File: config.mk
export PLATFORM = sky130hd
export DESIGN_NAME = timer_capture_control_status
export DESIGN_NICKNAME = d
export VERILOG_FILES = /design/src/include/timer_pkg.sv /design/src/include/timer_core_if.sv /design/src/hdl/prescale_counter.sv /design/src/hdl/capture_unit.sv /design/src/hdl/timer_capture_control_status.sv
export SDC_FILE = /design/constraint.sdc
export NUM_CORES = 1
export LEC_CHECK = 0
export BUFFER_PORTS_ARGS = -buffer_cell sky130_fd_sc_hd__buf_2
export CORE_MARGIN = 3
export CORE_UTILIZATION = 38
export DETAILED_ROUTE_END_ITERATION = 16
export SYNTH_ARGS = -nofsm -noshare
export SYNTH_HDL_FRONTEND = slang
export SYNTH_HIERARCHICAL = 1
export SYNTH_SLANG_ARGS = --single-unit
File: constraint.sdc
create_clock -name mclk_i -period 5.5 [get_ports mclk_i]
set_clock_uncertainty 0.15 [all_clocks]
set_input_delay 0.55 -clock mclk_i [delete_from_list [all_inputs] [get_ports mclk_i]]
set_output_delay 0.55 -clock mclk_i [all_outputs]
set_load 0.005 [all_outputs]
File: src/include/timer_pkg.sv
package timer_pkg;
    // register byte addresses
    localparam logic [7:0] CTRL_ADDR     = 8'h0a;
    localparam logic [7:0] FLAGS_ADDR    = 8'h0b;
    localparam logic [7:0] CAP_HIGH_ADDR = 8'h0c;
    localparam logic [7:0] CAP_LOW_ADDR  = 8'h0d;
    localparam logic [7:0] CMP_HIGH_ADDR = 8'h0e;
    localparam logic [7:0] CMP_LOW_ADDR  = 8'h0f;
    localparam logic [7:0] CNT_HIGH_ADDR = 8'h10;
    localparam logic [7:0] CNT_LOW_ADDR  = 8'h11;
    localparam logic [7:0] ALT_HIGH_ADDR = 8'h12;
    localparam logic [7:0] ALT_LOW_ADDR  = 8'h13;
    // control register fields
    localparam int CAP_IE_BIT   = 7;
    localparam int CMP_IE_BIT   = 6;
    localparam int OVF_IE_BIT   = 5;
    localparam int CMP_PIN_BIT  = 4;
    localparam int CAP_PIN_BIT  = 3;
    localparam int EDGE_BIT     = 1;
    localparam int OUT_LVL_BIT  = 0;
    // flag vector positions, also status bits 7..5
    localparam int CAP_FLAG     = 2;
    localparam int CMP_FLAG     = 1;
    localparam int OVF_FLAG     = 0;
    localparam int FLAG_COUNT   = 3;
    // pin positions on the shared port
    localparam int CMP_PIN      = 0;
    localparam int CAP_PIN      = 1;
    // reset values and counts
    localparam logic [7:0]  CTRL_RESET   = 8'h00;
    localparam logic [15:0] CNT_RESET    = 16'hfffc;
    localparam logic [15:0] CNT_TOP      = 16'hffff;
    localparam logic [1:0]  PRESCALE_LAST = 2'h3;
endpackage

File: src/include/timer_core_if.sv
`timescale 1ns/1ps
interface timer_core_if;
    logic [15:0] cnt;
    logic        step;
    logic        wrap;
    logic        stop;
    logic        cap_pin;
    logic        edge_sel;
    logic        cap_block;
    logic        cap_load;
    logic        cap_flag_set;
    logic [15:0] cap_value;

    modport counter (output cnt, step, wrap, input stop);
    modport capture (input cnt, stop, cap_pin, edge_sel, cap_block,
                     output cap_load, cap_flag_set, cap_value);
    modport core (input cnt, step, wrap, cap_load, cap_flag_set,
                  cap_value, output stop, cap_pin, edge_sel, cap_block);
endinterface

File: src/hdl/prescale_counter.sv
`timescale 1ns/1ps
module prescale_counter
(
    // clock and reset
    input  wire logic   mclk_i,
    input  wire logic   rst_i,
    // counter side
    timer_core_if.counter tc
);
    logic [1:0] presc;

    // stop freezes the prescaler too, so the count resumes in phase
    always_ff @(posedge mclk_i)
    begin
        if (rst_i)
            presc <= 2'h0;
        else if (!tc.stop)
            presc <= presc + 2'h1;
    end

    assign tc.step = !tc.stop && (presc == timer_pkg::PRESCALE_LAST);
    assign tc.wrap = tc.step && (tc.cnt == timer_pkg::CNT_TOP);

    always_ff @(posedge mclk_i)
    begin
        if (rst_i)
            tc.cnt <= timer_pkg::CNT_RESET;
        else if (tc.step)
            tc.cnt <= tc.cnt + 16'h0001;
    end
endmodule

File: src/hdl/capture_unit.sv
`timescale 1ns/1ps
module capture_unit
(
    // clock and reset
    input  wire logic   mclk_i,
    input  wire logic   rst_i,
    // capture side
    timer_core_if.capture tc
);
    logic        pin_q;
    logic        seen_q;
    logic        stop_q;
    logic        armed_q;
    logic [15:0] pend_q;
    logic        hit;
    logic        wake;

    // seen_q hides the false edge right after reset
    assign hit  = seen_q && (tc.edge_sel ? (tc.cap_pin && !pin_q)
                                         : (!tc.cap_pin && pin_q));
    assign wake = stop_q && !tc.stop;

    always_ff @(posedge mclk_i)
    begin
        if (rst_i)
        begin
            pin_q  <= 1'b0;
            seen_q <= 1'b0;
            stop_q <= 1'b0;
        end
        else
        begin
            pin_q  <= tc.cap_pin;
            seen_q <= 1'b1;
            stop_q <= tc.stop;
        end
    end

    // first edge in stop is held until wake; reset during stop drops it, but a reset that ends stop still loads pend_q
    always_ff @(posedge mclk_i)
    begin
        if (rst_i)
            armed_q <= 1'b0;
        else if (tc.stop && hit && !armed_q)
            armed_q <= 1'b1;
        else if (wake)
            armed_q <= 1'b0;
    end

    always_ff @(posedge mclk_i)
    begin
        if (tc.stop && hit && !armed_q)
            pend_q <= tc.cnt + 16'h0001;
    end

    assign tc.cap_flag_set = (hit && !tc.stop) || (wake && armed_q);
    assign tc.cap_load     = tc.cap_flag_set && !tc.cap_block;

    // no reset: the captured value survives it
    always_ff @(posedge mclk_i)
    begin
        if (tc.cap_load)
            tc.cap_value <= wake ? pend_q : tc.cnt + 16'h0001;
    end
endmodule

File: src/hdl/timer_capture_control_status.sv
// Design decision made here: the plain strobed port.
`timescale 1ns/1ps
// How it works
// - 16-bit free-running counter steps once every four bus clocks.
// - selected edge on capture input copies counter into capture register.
// - reset leaves capture register alone; it holds the latest capture.
// - captured value is counter before the transition plus one.
// - capture transfer happens whether or not capture flag is set.
// - reading capture high byte blocks transfers until low byte read.
// - reading capture low byte alone never blocks a transfer.
// - control holds three irq enables in bits 7..5; bit 2 reads 0.
// - compare pin mode drives port bit 0 with the pin register level.
// - capture pin mode frees port bit 1; gpio edges still capture.
// - edge select 1 rising, 0 falling; reset does not touch it.
// - compare match loads output level bit into the pin register.
// - status holds capture, compare, overflow flags; bits 4..0 read 0.
// - flag clears by status access while set, then its low register.
// - alternate counter reads match counter and never clear overflow.
// - counter keeps running in wait; enabled irq wakes processor.
// - stop halts counter; reset forces preset value.
// - edge in stop arms capture; flag and data appear on wake.
// - reset ending stop discards the armed capture's flag; its data still reaches the capture register.
module timer_capture_control_status
(
    // clock and reset
    input  wire logic       mclk_i,
    input  wire logic       rst_i,
    // register port
    input  wire logic [7:0] addr_i,
    input  wire logic [7:0] wdata_i,
    input  wire logic       wr_i,
    input  wire logic       rd_i,
    output logic      [7:0] rdata_o,
    // power mode
    input  wire logic       stop_mode_i,
    // shared port pins
    input  wire logic [1:0] pb_i,
    input  wire logic [1:0] port_dout_i,
    input  wire logic [1:0] port_ddr_i,
    output logic      [1:0] pb_o,
    output logic      [1:0] pb_oe_o,
    // interrupt
    output logic            timer_irq_o
);
    timer_core_if tc ();
    localparam int FLAG_COUNT = timer_pkg::FLAG_COUNT;
    logic                  capture_irq_enable;
    logic                  compare_irq_enable;
    logic                  overflow_irq_enable;
    logic                  compare_pin_select;
    logic                  capture_pin_select;
    logic                  capture_edge_select;
    logic                  compare_output_level;
    logic [FLAG_COUNT-1:0] flags;
    logic [FLAG_COUNT-1:0] arm;
    logic [FLAG_COUNT-1:0] flag_set;
    logic [FLAG_COUNT-1:0] low_acc;
    logic                  status_acc;
    logic                  cap_block_q;
    logic                  cmp_block;
    logic                  cmp_match;
    logic                  compare_output_level_q;
    logic [7:0]            cmp_high;
    logic [7:0]            cmp_low;
    logic [7:0]            cnt_buf;
    logic                  cnt_buf_valid;
    logic [7:0]            next_rdata;

    // byte address decode shared by the write and strobe logic; the read mux decodes addr_i in its own case
    function automatic logic hit(input logic [7:0] a, input logic [7:0] off);
        return a == off;
    endfunction

    prescale_counter u_counter
    (
        .mclk_i (mclk_i),
        .rst_i  (rst_i),
        .tc     (tc.counter)
    );

    capture_unit u_capture
    (
        .mclk_i (mclk_i),
        .rst_i  (rst_i),
        .tc     (tc.capture)
    );

    // wait mode is not an input: the counter has no reason to stop
    assign tc.stop     = stop_mode_i;
    // pin level feeds the detector in both pin modes
    assign tc.cap_pin  = pb_i[timer_pkg::CAP_PIN];
    assign tc.edge_sel = capture_edge_select;
    // the low read ends the block in the same cycle
    assign tc.cap_block = cap_block_q
                        && !(rd_i && hit(addr_i, timer_pkg::CAP_LOW_ADDR));

    // control register; edge select keeps its value over reset
    always_ff @(posedge mclk_i)
    begin
        if (rst_i)
        begin
            capture_irq_enable   <= timer_pkg::CTRL_RESET[7];
            compare_irq_enable   <= timer_pkg::CTRL_RESET[6];
            overflow_irq_enable  <= timer_pkg::CTRL_RESET[5];
            compare_pin_select   <= timer_pkg::CTRL_RESET[4];
            capture_pin_select   <= timer_pkg::CTRL_RESET[3];
            compare_output_level <= timer_pkg::CTRL_RESET[0];
        end
        else if (wr_i && hit(addr_i, timer_pkg::CTRL_ADDR))
        begin
            capture_irq_enable   <= wdata_i[timer_pkg::CAP_IE_BIT];
            compare_irq_enable   <= wdata_i[timer_pkg::CMP_IE_BIT];
            overflow_irq_enable  <= wdata_i[timer_pkg::OVF_IE_BIT];
            compare_pin_select   <= wdata_i[timer_pkg::CMP_PIN_BIT];
            capture_pin_select   <= wdata_i[timer_pkg::CAP_PIN_BIT];
            compare_output_level <= wdata_i[timer_pkg::OUT_LVL_BIT];
        end
    end

    always_ff @(posedge mclk_i)
    begin
        if (wr_i && hit(addr_i, timer_pkg::CTRL_ADDR))
            capture_edge_select <= wdata_i[timer_pkg::EDGE_BIT];
    end

    // capture block after a high-byte read
    always_ff @(posedge mclk_i)
    begin
        if (rst_i)
            cap_block_q <= 1'b0;
        else if (rd_i && hit(addr_i, timer_pkg::CAP_HIGH_ADDR))
            cap_block_q <= 1'b1;
        else if (rd_i && hit(addr_i, timer_pkg::CAP_LOW_ADDR))
            cap_block_q <= 1'b0;
    end

    // compare register: not reset, high write holds off matches
    always_ff @(posedge mclk_i)
    begin
        if (wr_i && hit(addr_i, timer_pkg::CMP_HIGH_ADDR))
            cmp_high <= wdata_i;
        if (wr_i && hit(addr_i, timer_pkg::CMP_LOW_ADDR))
            cmp_low <= wdata_i;
    end

    always_ff @(posedge mclk_i)
    begin
        if (rst_i)
            cmp_block <= 1'b0;
        else if (wr_i && hit(addr_i, timer_pkg::CMP_HIGH_ADDR))
            cmp_block <= 1'b1;
        else if (wr_i && hit(addr_i, timer_pkg::CMP_LOW_ADDR))
            cmp_block <= 1'b0;
    end

    // match judged on the value the counter steps to
    assign cmp_match = tc.step && !cmp_block
                     && (tc.cnt + 16'h0001 == {cmp_high, cmp_low});

    always_ff @(posedge mclk_i)
    begin
        if (rst_i)
            compare_output_level_q <= 1'b0;
        else if (cmp_match)
            compare_output_level_q <= compare_output_level;
    end

    // low byte frozen by the first high read of either counter pair
    always_ff @(posedge mclk_i)
    begin
        if (rst_i)
            cnt_buf_valid <= 1'b0;
        else if (rd_i && (hit(addr_i, timer_pkg::CNT_HIGH_ADDR)
                       || hit(addr_i, timer_pkg::ALT_HIGH_ADDR)))
            cnt_buf_valid <= 1'b1;
        else if (rd_i && (hit(addr_i, timer_pkg::CNT_LOW_ADDR)
                       || hit(addr_i, timer_pkg::ALT_LOW_ADDR)))
            cnt_buf_valid <= 1'b0;
    end

    always_ff @(posedge mclk_i)
    begin
        if (rd_i && !cnt_buf_valid
            && (hit(addr_i, timer_pkg::CNT_HIGH_ADDR)
             || hit(addr_i, timer_pkg::ALT_HIGH_ADDR)))
            cnt_buf <= tc.cnt[7:0];
    end

    // flags: an access to status arms, the low register clears
    assign status_acc = (rd_i || wr_i) && hit(addr_i, timer_pkg::FLAGS_ADDR);
    assign flag_set[timer_pkg::CAP_FLAG] = tc.cap_flag_set;
    assign flag_set[timer_pkg::CMP_FLAG] = cmp_match;
    assign flag_set[timer_pkg::OVF_FLAG] = tc.wrap;
    // alternate counter addresses are not in this list
    assign low_acc[timer_pkg::CAP_FLAG] = (rd_i || wr_i)
                                    && hit(addr_i, timer_pkg::CAP_LOW_ADDR);
    assign low_acc[timer_pkg::CMP_FLAG] = (rd_i || wr_i)
                                    && hit(addr_i, timer_pkg::CMP_LOW_ADDR);
    assign low_acc[timer_pkg::OVF_FLAG] = (rd_i || wr_i)
                                    && hit(addr_i, timer_pkg::CNT_LOW_ADDR);

    genvar gi;
    generate
        for (gi = 0; gi < FLAG_COUNT; gi++)
        begin : g_flag
            always_ff @(posedge mclk_i)
            begin
                if (rst_i)
                    arm[gi] <= 1'b0;
                else if (status_acc && flags[gi])
                    arm[gi] <= 1'b1;
                else if (low_acc[gi])
                    arm[gi] <= 1'b0;
            end

            // set wins over a clear in the same cycle
            always_ff @(posedge mclk_i)
            begin
                if (rst_i)
                    flags[gi] <= 1'b0;
                else if (flag_set[gi])
                    flags[gi] <= 1'b1;
                else if (arm[gi] && low_acc[gi])
                    flags[gi] <= 1'b0;
            end
        end
    endgenerate

    // read mux, answered one cycle after the strobe
    always_comb
    begin
        next_rdata = 8'h00;
        case (addr_i)
            timer_pkg::CTRL_ADDR:
                next_rdata = {capture_irq_enable, compare_irq_enable,
                              overflow_irq_enable, compare_pin_select,
                              capture_pin_select, 1'b0,
                              capture_edge_select, compare_output_level};
            timer_pkg::FLAGS_ADDR:
                next_rdata = {flags, 5'h00};
            timer_pkg::CAP_HIGH_ADDR:
                next_rdata = tc.cap_value[15:8];
            timer_pkg::CAP_LOW_ADDR:
                next_rdata = tc.cap_value[7:0];
            timer_pkg::CMP_HIGH_ADDR:
                next_rdata = cmp_high;
            timer_pkg::CMP_LOW_ADDR:
                next_rdata = cmp_low;
            timer_pkg::CNT_HIGH_ADDR,
            timer_pkg::ALT_HIGH_ADDR:
                next_rdata = tc.cnt[15:8];
            timer_pkg::CNT_LOW_ADDR,
            timer_pkg::ALT_LOW_ADDR:
                next_rdata = cnt_buf_valid ? cnt_buf : tc.cnt[7:0];
            default:
                next_rdata = 8'h00;
        endcase
    end

    always_ff @(posedge mclk_i)
    begin
        if (rst_i)
            rdata_o <= 8'h00;
        else if (rd_i)
            rdata_o <= next_rdata;
        else
            rdata_o <= 8'h00;
    end

    // pins: mode bits override the direction bits
    assign pb_o[0]    = compare_pin_select ? compare_output_level_q : port_dout_i[0];
    assign pb_oe_o[0] = compare_pin_select || port_ddr_i[0];
    assign pb_o[1]    = port_dout_i[1];
    assign pb_oe_o[1] = !capture_pin_select && port_ddr_i[1];

    // level request; it also ends wait in the processor
    always_ff @(posedge mclk_i)
    begin
        if (rst_i)
            timer_irq_o <= 1'b0;
        else
            timer_irq_o <= (next_flags_irq());
    end

    function automatic logic next_flags_irq();
        return (flags[timer_pkg::CAP_FLAG] && capture_irq_enable)
            || (flags[timer_pkg::CMP_FLAG] && compare_irq_enable)
            || (flags[timer_pkg::OVF_FLAG] && overflow_irq_enable);
    endfunction

    property p_step_four;
        @(posedge mclk_i) disable iff (rst_i)
        tc.step |=> !tc.step [*3] ##1 (tc.step || tc.stop);
    endproperty
    a_step_four: assert property (p_step_four)
        else $error("counter step spacing is not four clocks");

    property p_cap_plus1;
        @(posedge mclk_i) disable iff (rst_i)
        (tc.cap_load && !tc.stop && !$past(tc.stop))
            |=> tc.cap_value == $past(tc.cnt) + 16'h0001;
    endproperty
    a_cap_plus1: assert property (p_cap_plus1)
        else $error("captured value is not counter plus one");

    property p_cap_block;
        @(posedge mclk_i) disable iff (rst_i)
        tc.cap_block |=> $stable(tc.cap_value);
    endproperty
    a_cap_block: assert property (p_cap_block)
        else $error("capture register changed while blocked");

    property p_ctrl_bit2;
        @(posedge mclk_i) disable iff (rst_i)
        (rd_i && addr_i == timer_pkg::CTRL_ADDR) |=> !rdata_o[2];
    endproperty
    a_ctrl_bit2: assert property (p_ctrl_bit2)
        else $error("control bit 2 read as one");

    property p_status_low;
        @(posedge mclk_i) disable iff (rst_i)
        (rd_i && addr_i == timer_pkg::FLAGS_ADDR)
            |=> rdata_o == {$past(flags), 5'h00};
    endproperty
    a_status_low: assert property (p_status_low)
        else $error("status read does not show the flags");

    property p_ovf_set;
        @(posedge mclk_i) disable iff (rst_i)
        tc.wrap |=> flags[timer_pkg::OVF_FLAG] && tc.cnt == 16'h0000;
    endproperty
    a_ovf_set: assert property (p_ovf_set)
        else $error("wrap did not set the overflow flag");

    property p_compare_output_level;
        @(posedge mclk_i) disable iff (rst_i)
        cmp_match |=> compare_output_level_q == $past(compare_output_level)
                      && flags[timer_pkg::CMP_FLAG];
    endproperty
    a_compare_output_level: assert property (p_compare_output_level)
        else $error("compare match did not load the level");

    property p_cmp_pin;
        @(posedge mclk_i) disable iff (rst_i)
        compare_pin_select |-> pb_oe_o[0] && pb_o[0] == compare_output_level_q;
    endproperty
    a_cmp_pin: assert property (p_cmp_pin)
        else $error("compare pin not driven with the level");

    property p_cap_pin;
        @(posedge mclk_i) disable iff (rst_i)
        capture_pin_select |-> !pb_oe_o[1];
    endproperty
    a_cap_pin: assert property (p_cap_pin)
        else $error("capture pin driven in capture mode");

    property p_clear;
        @(posedge mclk_i) disable iff (rst_i)
        (arm[timer_pkg::CMP_FLAG] && low_acc[timer_pkg::CMP_FLAG]
            && !cmp_match) |=> !flags[timer_pkg::CMP_FLAG];
    endproperty
    a_clear: assert property (p_clear)
        else $error("armed compare flag not cleared");

    property p_alt_keep;
        @(posedge mclk_i) disable iff (rst_i)
        (flags[timer_pkg::OVF_FLAG] && rd_i
            && addr_i == timer_pkg::ALT_LOW_ADDR)
            |=> flags[timer_pkg::OVF_FLAG];
    endproperty
    a_alt_keep: assert property (p_alt_keep)
        else $error("alternate read cleared overflow");

    property p_stop_halt;
        @(posedge mclk_i) disable iff (rst_i)
        (stop_mode_i && $past(stop_mode_i)) |-> $stable(tc.cnt);
    endproperty
    a_stop_halt: assert property (p_stop_halt)
        else $error("counter moved during stop");

    property p_stop_noflag;
        @(posedge mclk_i) disable iff (rst_i)
        (stop_mode_i && !flags[timer_pkg::CAP_FLAG])
            |=> !flags[timer_pkg::CAP_FLAG] || !$past(stop_mode_i);
    endproperty
    a_stop_noflag: assert property (p_stop_noflag)
        else $error("capture flag set during stop");

    property p_irq;
        @(posedge mclk_i) disable iff (rst_i)
        (flags[timer_pkg::OVF_FLAG] && overflow_irq_enable)
            |=> timer_irq_o;
    endproperty
    a_irq: assert property (p_irq)
        else $error("enabled overflow gave no interrupt");

    c_capture: cover property (@(posedge mclk_i) tc.cap_load);
    c_blocked: cover property (@(posedge mclk_i)
        tc.cap_flag_set && tc.cap_block);
    c_match: cover property (@(posedge mclk_i) cmp_match);
    c_wake: cover property (@(posedge mclk_i)
        $fell(stop_mode_i) ##1 flags[timer_pkg::CAP_FLAG]);
endmodule

**Word level (Yosys, flattened, before mapping)**

Index checks and enable logic that the tools add are counted.

- Multiplexer cells: 26
- $add $sub $neg: 2
- Reductions and logical operators: 66
- Bitwise logic cells: 1
- Equality and inequality tests: 13

Operators with widths:

| cell | count |
|---|---|
| one-hot mux 8 bit (8 select lines) | 1 |
| == test 8 x 4 -> 1 bit (second input constant) | 6 |
| logical AND 1 bit | 37 |
| == test 8 x 5 -> 1 bit (second input constant) | 4 |
| two-way mux 1 bit | 23 |
| nonzero test 2 bit | 10 |
| adder 16 x 1 -> 16 bit (second input constant) | 1 |
| == test 16 bit | 1 |
| == test 16 bit (second input constant) | 1 |
| two-way mux 16 bit | 1 |
| zero test 1 bit | 9 |
| two-way mux 8 bit | 1 |
| logical OR 1 bit | 7 |
| OR reduction 2 bit | 3 |
| adder 2 x 1 -> 2 bit (second input constant) | 1 |
| == test 2 bit (second input constant) | 1 |
| NOT 1 bit | 1 |

- Register bits after elaboration: 104
- Word-level logic and storage cells: 138
- Input bits: 27
- Output and inout bits: 13

**Longest topological paths before layout**

- Word-level depth: 7
- Gate-level depth with buffers: 8
- Mapped depth without buffers: 7

**Modules after synthesis**

The synthesis kept the hierarchy.

By module, submodules not included:

| module | instances | cells each | area each (sq um) | sequential area each (sq um) |
|---|---|---|---|---|
| timer_capture_control_status | 1 | 297 | 2879.0 | 1251.2 |
| capture_unit | 1 | 110 | 1587.8 | 1041.0 |
| prescale_counter | 1 | 86 | 879.6 | 360.3 |

**Least setup slack after synthesis**

OpenSTA, ideal clock, no wires.

- Path kind: input -> register
- Start: input addr_i[0]
- End: register u_capture.tc.cap_value[0], enable pin
- Library setup time: 390 ps
- Required time: 4960 ps
- Buffers on the path: 2
- Cell stages on the path: 5
- Arrival time: 2361 ps
- Path slack: 2599 ps
- Cells stage by stage: clkbuf_1 -> buf_1 -> and3b_1 -> a21boi_0 -> nor2b_1

- Cells in the longest elaborated chain, start to end: 6

Ends and longest elaborated chain:

| item | line | RTL |
|---|---|---|
| start, declared | timer_capture_control_status.sv:29 | `input wire logic [7:0] addr_i,` |
| == test 8 x 4 -> 1 bit | timer_capture_control_status.sv:71 | `return a == off;` |
| logical AND 1 bit | timer_capture_control_status.sv:95 | `&& !(rd_i && hit(addr_i, timer_pkg::CAP_LOW_ADDR));` |
| zero test 1 bit | timer_capture_control_status.sv:95 |  |
| logical AND 1 bit | timer_capture_control_status.sv:95 |  |
| via tc.cap_block | timer_core_if.sv:9 | `logic cap_block;` |
| zero test 1 bit | capture_unit.sv:57 | `assign tc.cap_load = tc.cap_flag_set && !tc.cap_block;` |
| logical AND 1 bit | capture_unit.sv:57 |  |
| via tc.cap_load | timer_core_if.sv:10 | `logic cap_load;` |
| end signal, assigned | capture_unit.sv:63 | `tc.cap_value <= wake ? pend_q : tc.cnt + 16'h0001;` |
| end, declared | timer_core_if.sv:16 | `output cap_load, cap_flag_set, cap_value);` |

The timed path passes the listed nets, and every way through them passes these cells.
A chain may end at the register's enable or synchronous reset.

**Final worst setup path**

- Start: register u_counter.tc.cnt[0]
- End: register compare_output_level_q

- Cells in the longest elaborated chain, start to end: 3

Ends and longest elaborated chain:

| item | line | RTL |
|---|---|---|
| start, declared | timer_core_if.sv:14 | `modport counter (output cnt, step, wrap, input stop);` |
| start signal, assigned | prescale_counter.sv:27 | `tc.cnt <= timer_pkg::CNT_RESET;` |
| start signal, assigned | prescale_counter.sv:29 | `tc.cnt <= tc.cnt + 16'h0001;` |
| adder 16 x 1 -> 16 bit | timer_capture_control_status.sv:158 | `&& (tc.cnt + 16'h0001 == {cmp_high, cmp_low});` |
| == test 16 bit | timer_capture_control_status.sv:158 |  |
| logical AND 1 bit | timer_capture_control_status.sv:158 |  |
| end signal, assigned | timer_capture_control_status.sv:165 | `compare_output_level_q <= compare_output_level;` |
| end, declared | timer_capture_control_status.sv:62 | `logic compare_output_level_q;` |

No other way between the ends.

==> metrics.md <==
| Metric | Value |
|---|---|
| Resize count post-CTS | 0 |
| Worst hold margin | 0.249 ns |
| Netlist cell types | 65 |
| Critical Path Source Type | flip-flop |
| Grt ovf | 0 |
| Worst IR Drop VDD | 0.152 mV |
| Normalized max-slew margin | 22.3% |
| Endpoints failing setup | 0 |
| Post-synthesis cell count | 493 |
| GRT Max-Usage Layer | met2 |
| Die Footprint | 15500 µm² |
| ANT nets after route | 0 |
| Die Y | 125 µm |
| Routed WL per cell | 19.2 µm |
| #FFs+latches synth | 104 |
| Worst path max stage delay | 0.77 ns |
| Worst reg2reg path startpoint | u_counter/tc.cnt[0] |
| Residual DRC | 0 |
| Total Routing Usage GR | 17.4% |
| Met1 usage | 23.3% |
| # H-tree levels | 3 |
| Hold Buf Count CTS | 0 |
| Chip Width | 125 µm |
| Synth top cells by count | edfxtp_1, dfxtp_1, nor2_1 |
| Clock Tree Root | clkbuf_16 |
| Buf/Inv on CP | 0 |
| Yosys top cell area share | 32.0% |
| Top cells by area, synth | edfxtp_1, dfxtp_1, mux2i_1, mux2_2, xnor2_1 |
| NumNets Final | 547 |
| Hold Path Class | input port to flip-flop |
| Top Ports | 40 |
| DR vias | 3955 |
| CP endpoint kind | flip-flop |
| Number of buffers on the longest clock path | 2 |
| DR iter-0 viols | 341 |
| Final Non-Filler Cells | 697 |
| Initial core utilization | 39.6% |
| Final hold vios | 0 |
| Routing usage on met2 | 26.9% |
| Peak Freq | 300 MHz |
| Min Tclk post-route | 3.33 ns |
| Syn Nets | 524 |
| Final HPWL DP | 9140 µm |
| Seq/Total Area, Yosys | 49.6% |
| Worst path top cell family by delay | simple AND/OR/NAND/NOR gates |
| CORE AREA | 13500 µm² |
| Setup crit start | u_counter/tc.cnt[0] |
| CTS sink count | 104 |
| GR Util met3 | 4.25% |
| Tcrit/Tclk final | 60.6% |
| Mapped Area | 5350 µm² |
| IO buf count | 36 |
| Gpl congestion | 0.874 |
| Crit path top cell by count | or4_1 |
| CP Max Fanout | 16 |
| Placed cells | 681 |
| Total of max-cap violations | 0 |
| Worst EP arrival | 3.47 ns |
| Cts bufs inserted | 9 |
| Yosys warns | 6 |
| Critical setup path kind | flip-flop to flip-flop |
| Drt total wl | 13400 µm |
| Share of layout cells above drive strength 1 | 17.9% |
| CTS tree | yes |
| Layout area overhead | 10.1% |
| RSZ-0062 raised after global routing | false |
| Worst-Margin Slew | 1.16 ns |
| Clock Latency Late Sink | 0.36 ns |
| Initial antenna violation count | 0 |
| Row Count | 42 |
| Area leader, netlist | edfxtp_1 |
| Ys flop type | edfxtp_1 |
| Setup bufs post-CTS | 0 |
| First-pass GRT wire length | 21300 µm |
| PwrDens | 255 nW/µm² |
| Vias per cell | 5.67 |
| Largest net degree at the start of global routing | 40 |
| Status | complete, no violations |
| Required time of the worst setup path | 5.64 ns |
| Leak pwr | 2.16 nW |
| Fin Setup TNS | 0 ns |
| Vias in the first global route | 3834 |
| Final Max Tran Viols | 0 |
| Worst Hold Launch | wdata_i[4] |
| Antenna diodes | 0 |
| Worst path cell trace | ha_1 -> nand3_1 -> or4_1 -> a222oi_1 -> o21ai_1 -> or4_1 -> a21oi_1 |
| First drt pass iteration count | 5 |
| Synth async-reset ratio | 0% |
| Syn Area/Cell | 10.8 µm² |
| Worst-path clk slew | 0.07 ns |
| Count leader, synth | edfxtp_1 |
| Slowest-stage cell, CP | dfxtp_1 |
| Post-synth EDFFs | 57 |
-- sequential cells by signal, indices dropped and copies added, names as in the netlist, 2 cells and up --
name / flops
cnt_buf: 8
u_capture/tc.cap_value: 16
rdata_o: 8
u_counter/tc.cnt: 16
flags: 3
cmp_high: 8
u_capture/pend_q: 16
cmp_low: 8
u_counter/presc: 2
arm: 3
-- final timing paths --
check                                               to  slack (ns)  cells past startpoint
worst max-delay path            compare_output_level_q        2.17                      7
worst max register to register  compare_output_level_q        2.17                      7
worst min register to register       u_capture/armed_q        0.33                      2
worst min-delay path                       cmp_high[4]        0.25                      1
-- worst register-to-register path: stages (launching register included) --
cell      delay, ns
dfxtp_1        0.77
ha_1           0.40
nand3_1        0.15
or4_1          0.55
a222oi_1       0.42
o21ai_1        0.17
or4_1          0.52
a21oi_1        0.14
-- layout make-up --
class	instances	area, µm²
flip-flops and latches	104	2650
inverters	11	41.3
clock inverters	7	52.6
well taps	176	220
repair buffers	39	203
multi-input cells	351	2490
fillers	1303	7620
clock buffers	9	225
-- cell families (layout without fill, tap and decap cells) --
| logic type | count (synthesis) | in the layout | synth area share (%) |
|---|---|---|---|
| adder cells (fa/ha/maj) | 4 | 4 | 0.936 |
| XOR/XNOR | 40 | 40 | 6.55 |
| AO/OA/AOI/OAI | 95 | 95 | 11.7 |
| flip-flops | 104 | 104 | 49.6 |
| buffers and inverters | 38 | 66 | 3.91 |
| AND/OR/NAND/NOR | 167 | 167 | 18.4 |
| multiplexers | 45 | 45 | 8.89 |
-- per-layer routing --
layer | share of wire (%) | vias up
li1 | - | 1884
met1 | 46 | 1892
met2 | 45 | 151
met3 | 6.6 | 28
met4 | 2.4 | 0
met5 | 0 | -
-- through the flow --
step	area [µm²]	util, %	power [mW]	worst slack [ns]
2_1_floorplan	5350	-	0.876	2.60
3_3_place_gp	5610	41.5	0.899	2.21
3_5_place_dp	5610	41.5	0.901	2.17
4_1_cts	5890	43.6	1.52	2.16
5_1_grt	5890	43.6	1.55	2.00
6_report	5890	43.6	1.50	2.17
-- placed cells by master, fill, tap and decap left out, drive strengths merged, types with 2 or more instances in the layout --
cell    count
a21boi      2
a21oi      33
a222oi      7
a22o        2
a22oi       3
a311oi      3
a41oi       3
and2        2
and3       10
and3b       2
and4        4
buf        39
clkbuf      9
clkinv      3
dfxtp      47
edfxtp     57
ha          4
inv        14
mux2       20
mux2i      25
nand2      27
nand2b      9
nand3      15
nand4      12
nand4b      2
nor2       39
nor2b       8
nor3       12
nor3b       2
nor4       10
nor4b       2
o211ai      4
o21ai      19
o21bai      4
o31ai       7
or3         2
or4         4
xnor2      21
xor2       19
-- where the power goes --
part	total (mW)	switching, mW	internal, mW	leakage (nW)
combinational	0.0607	0.0370	0.0237	1.19
sequential	0.823	0.00375	0.819	0.830
clock	0.615	0.304	0.311	0.137
Note: power is estimated with default switching activity, not from simulation.
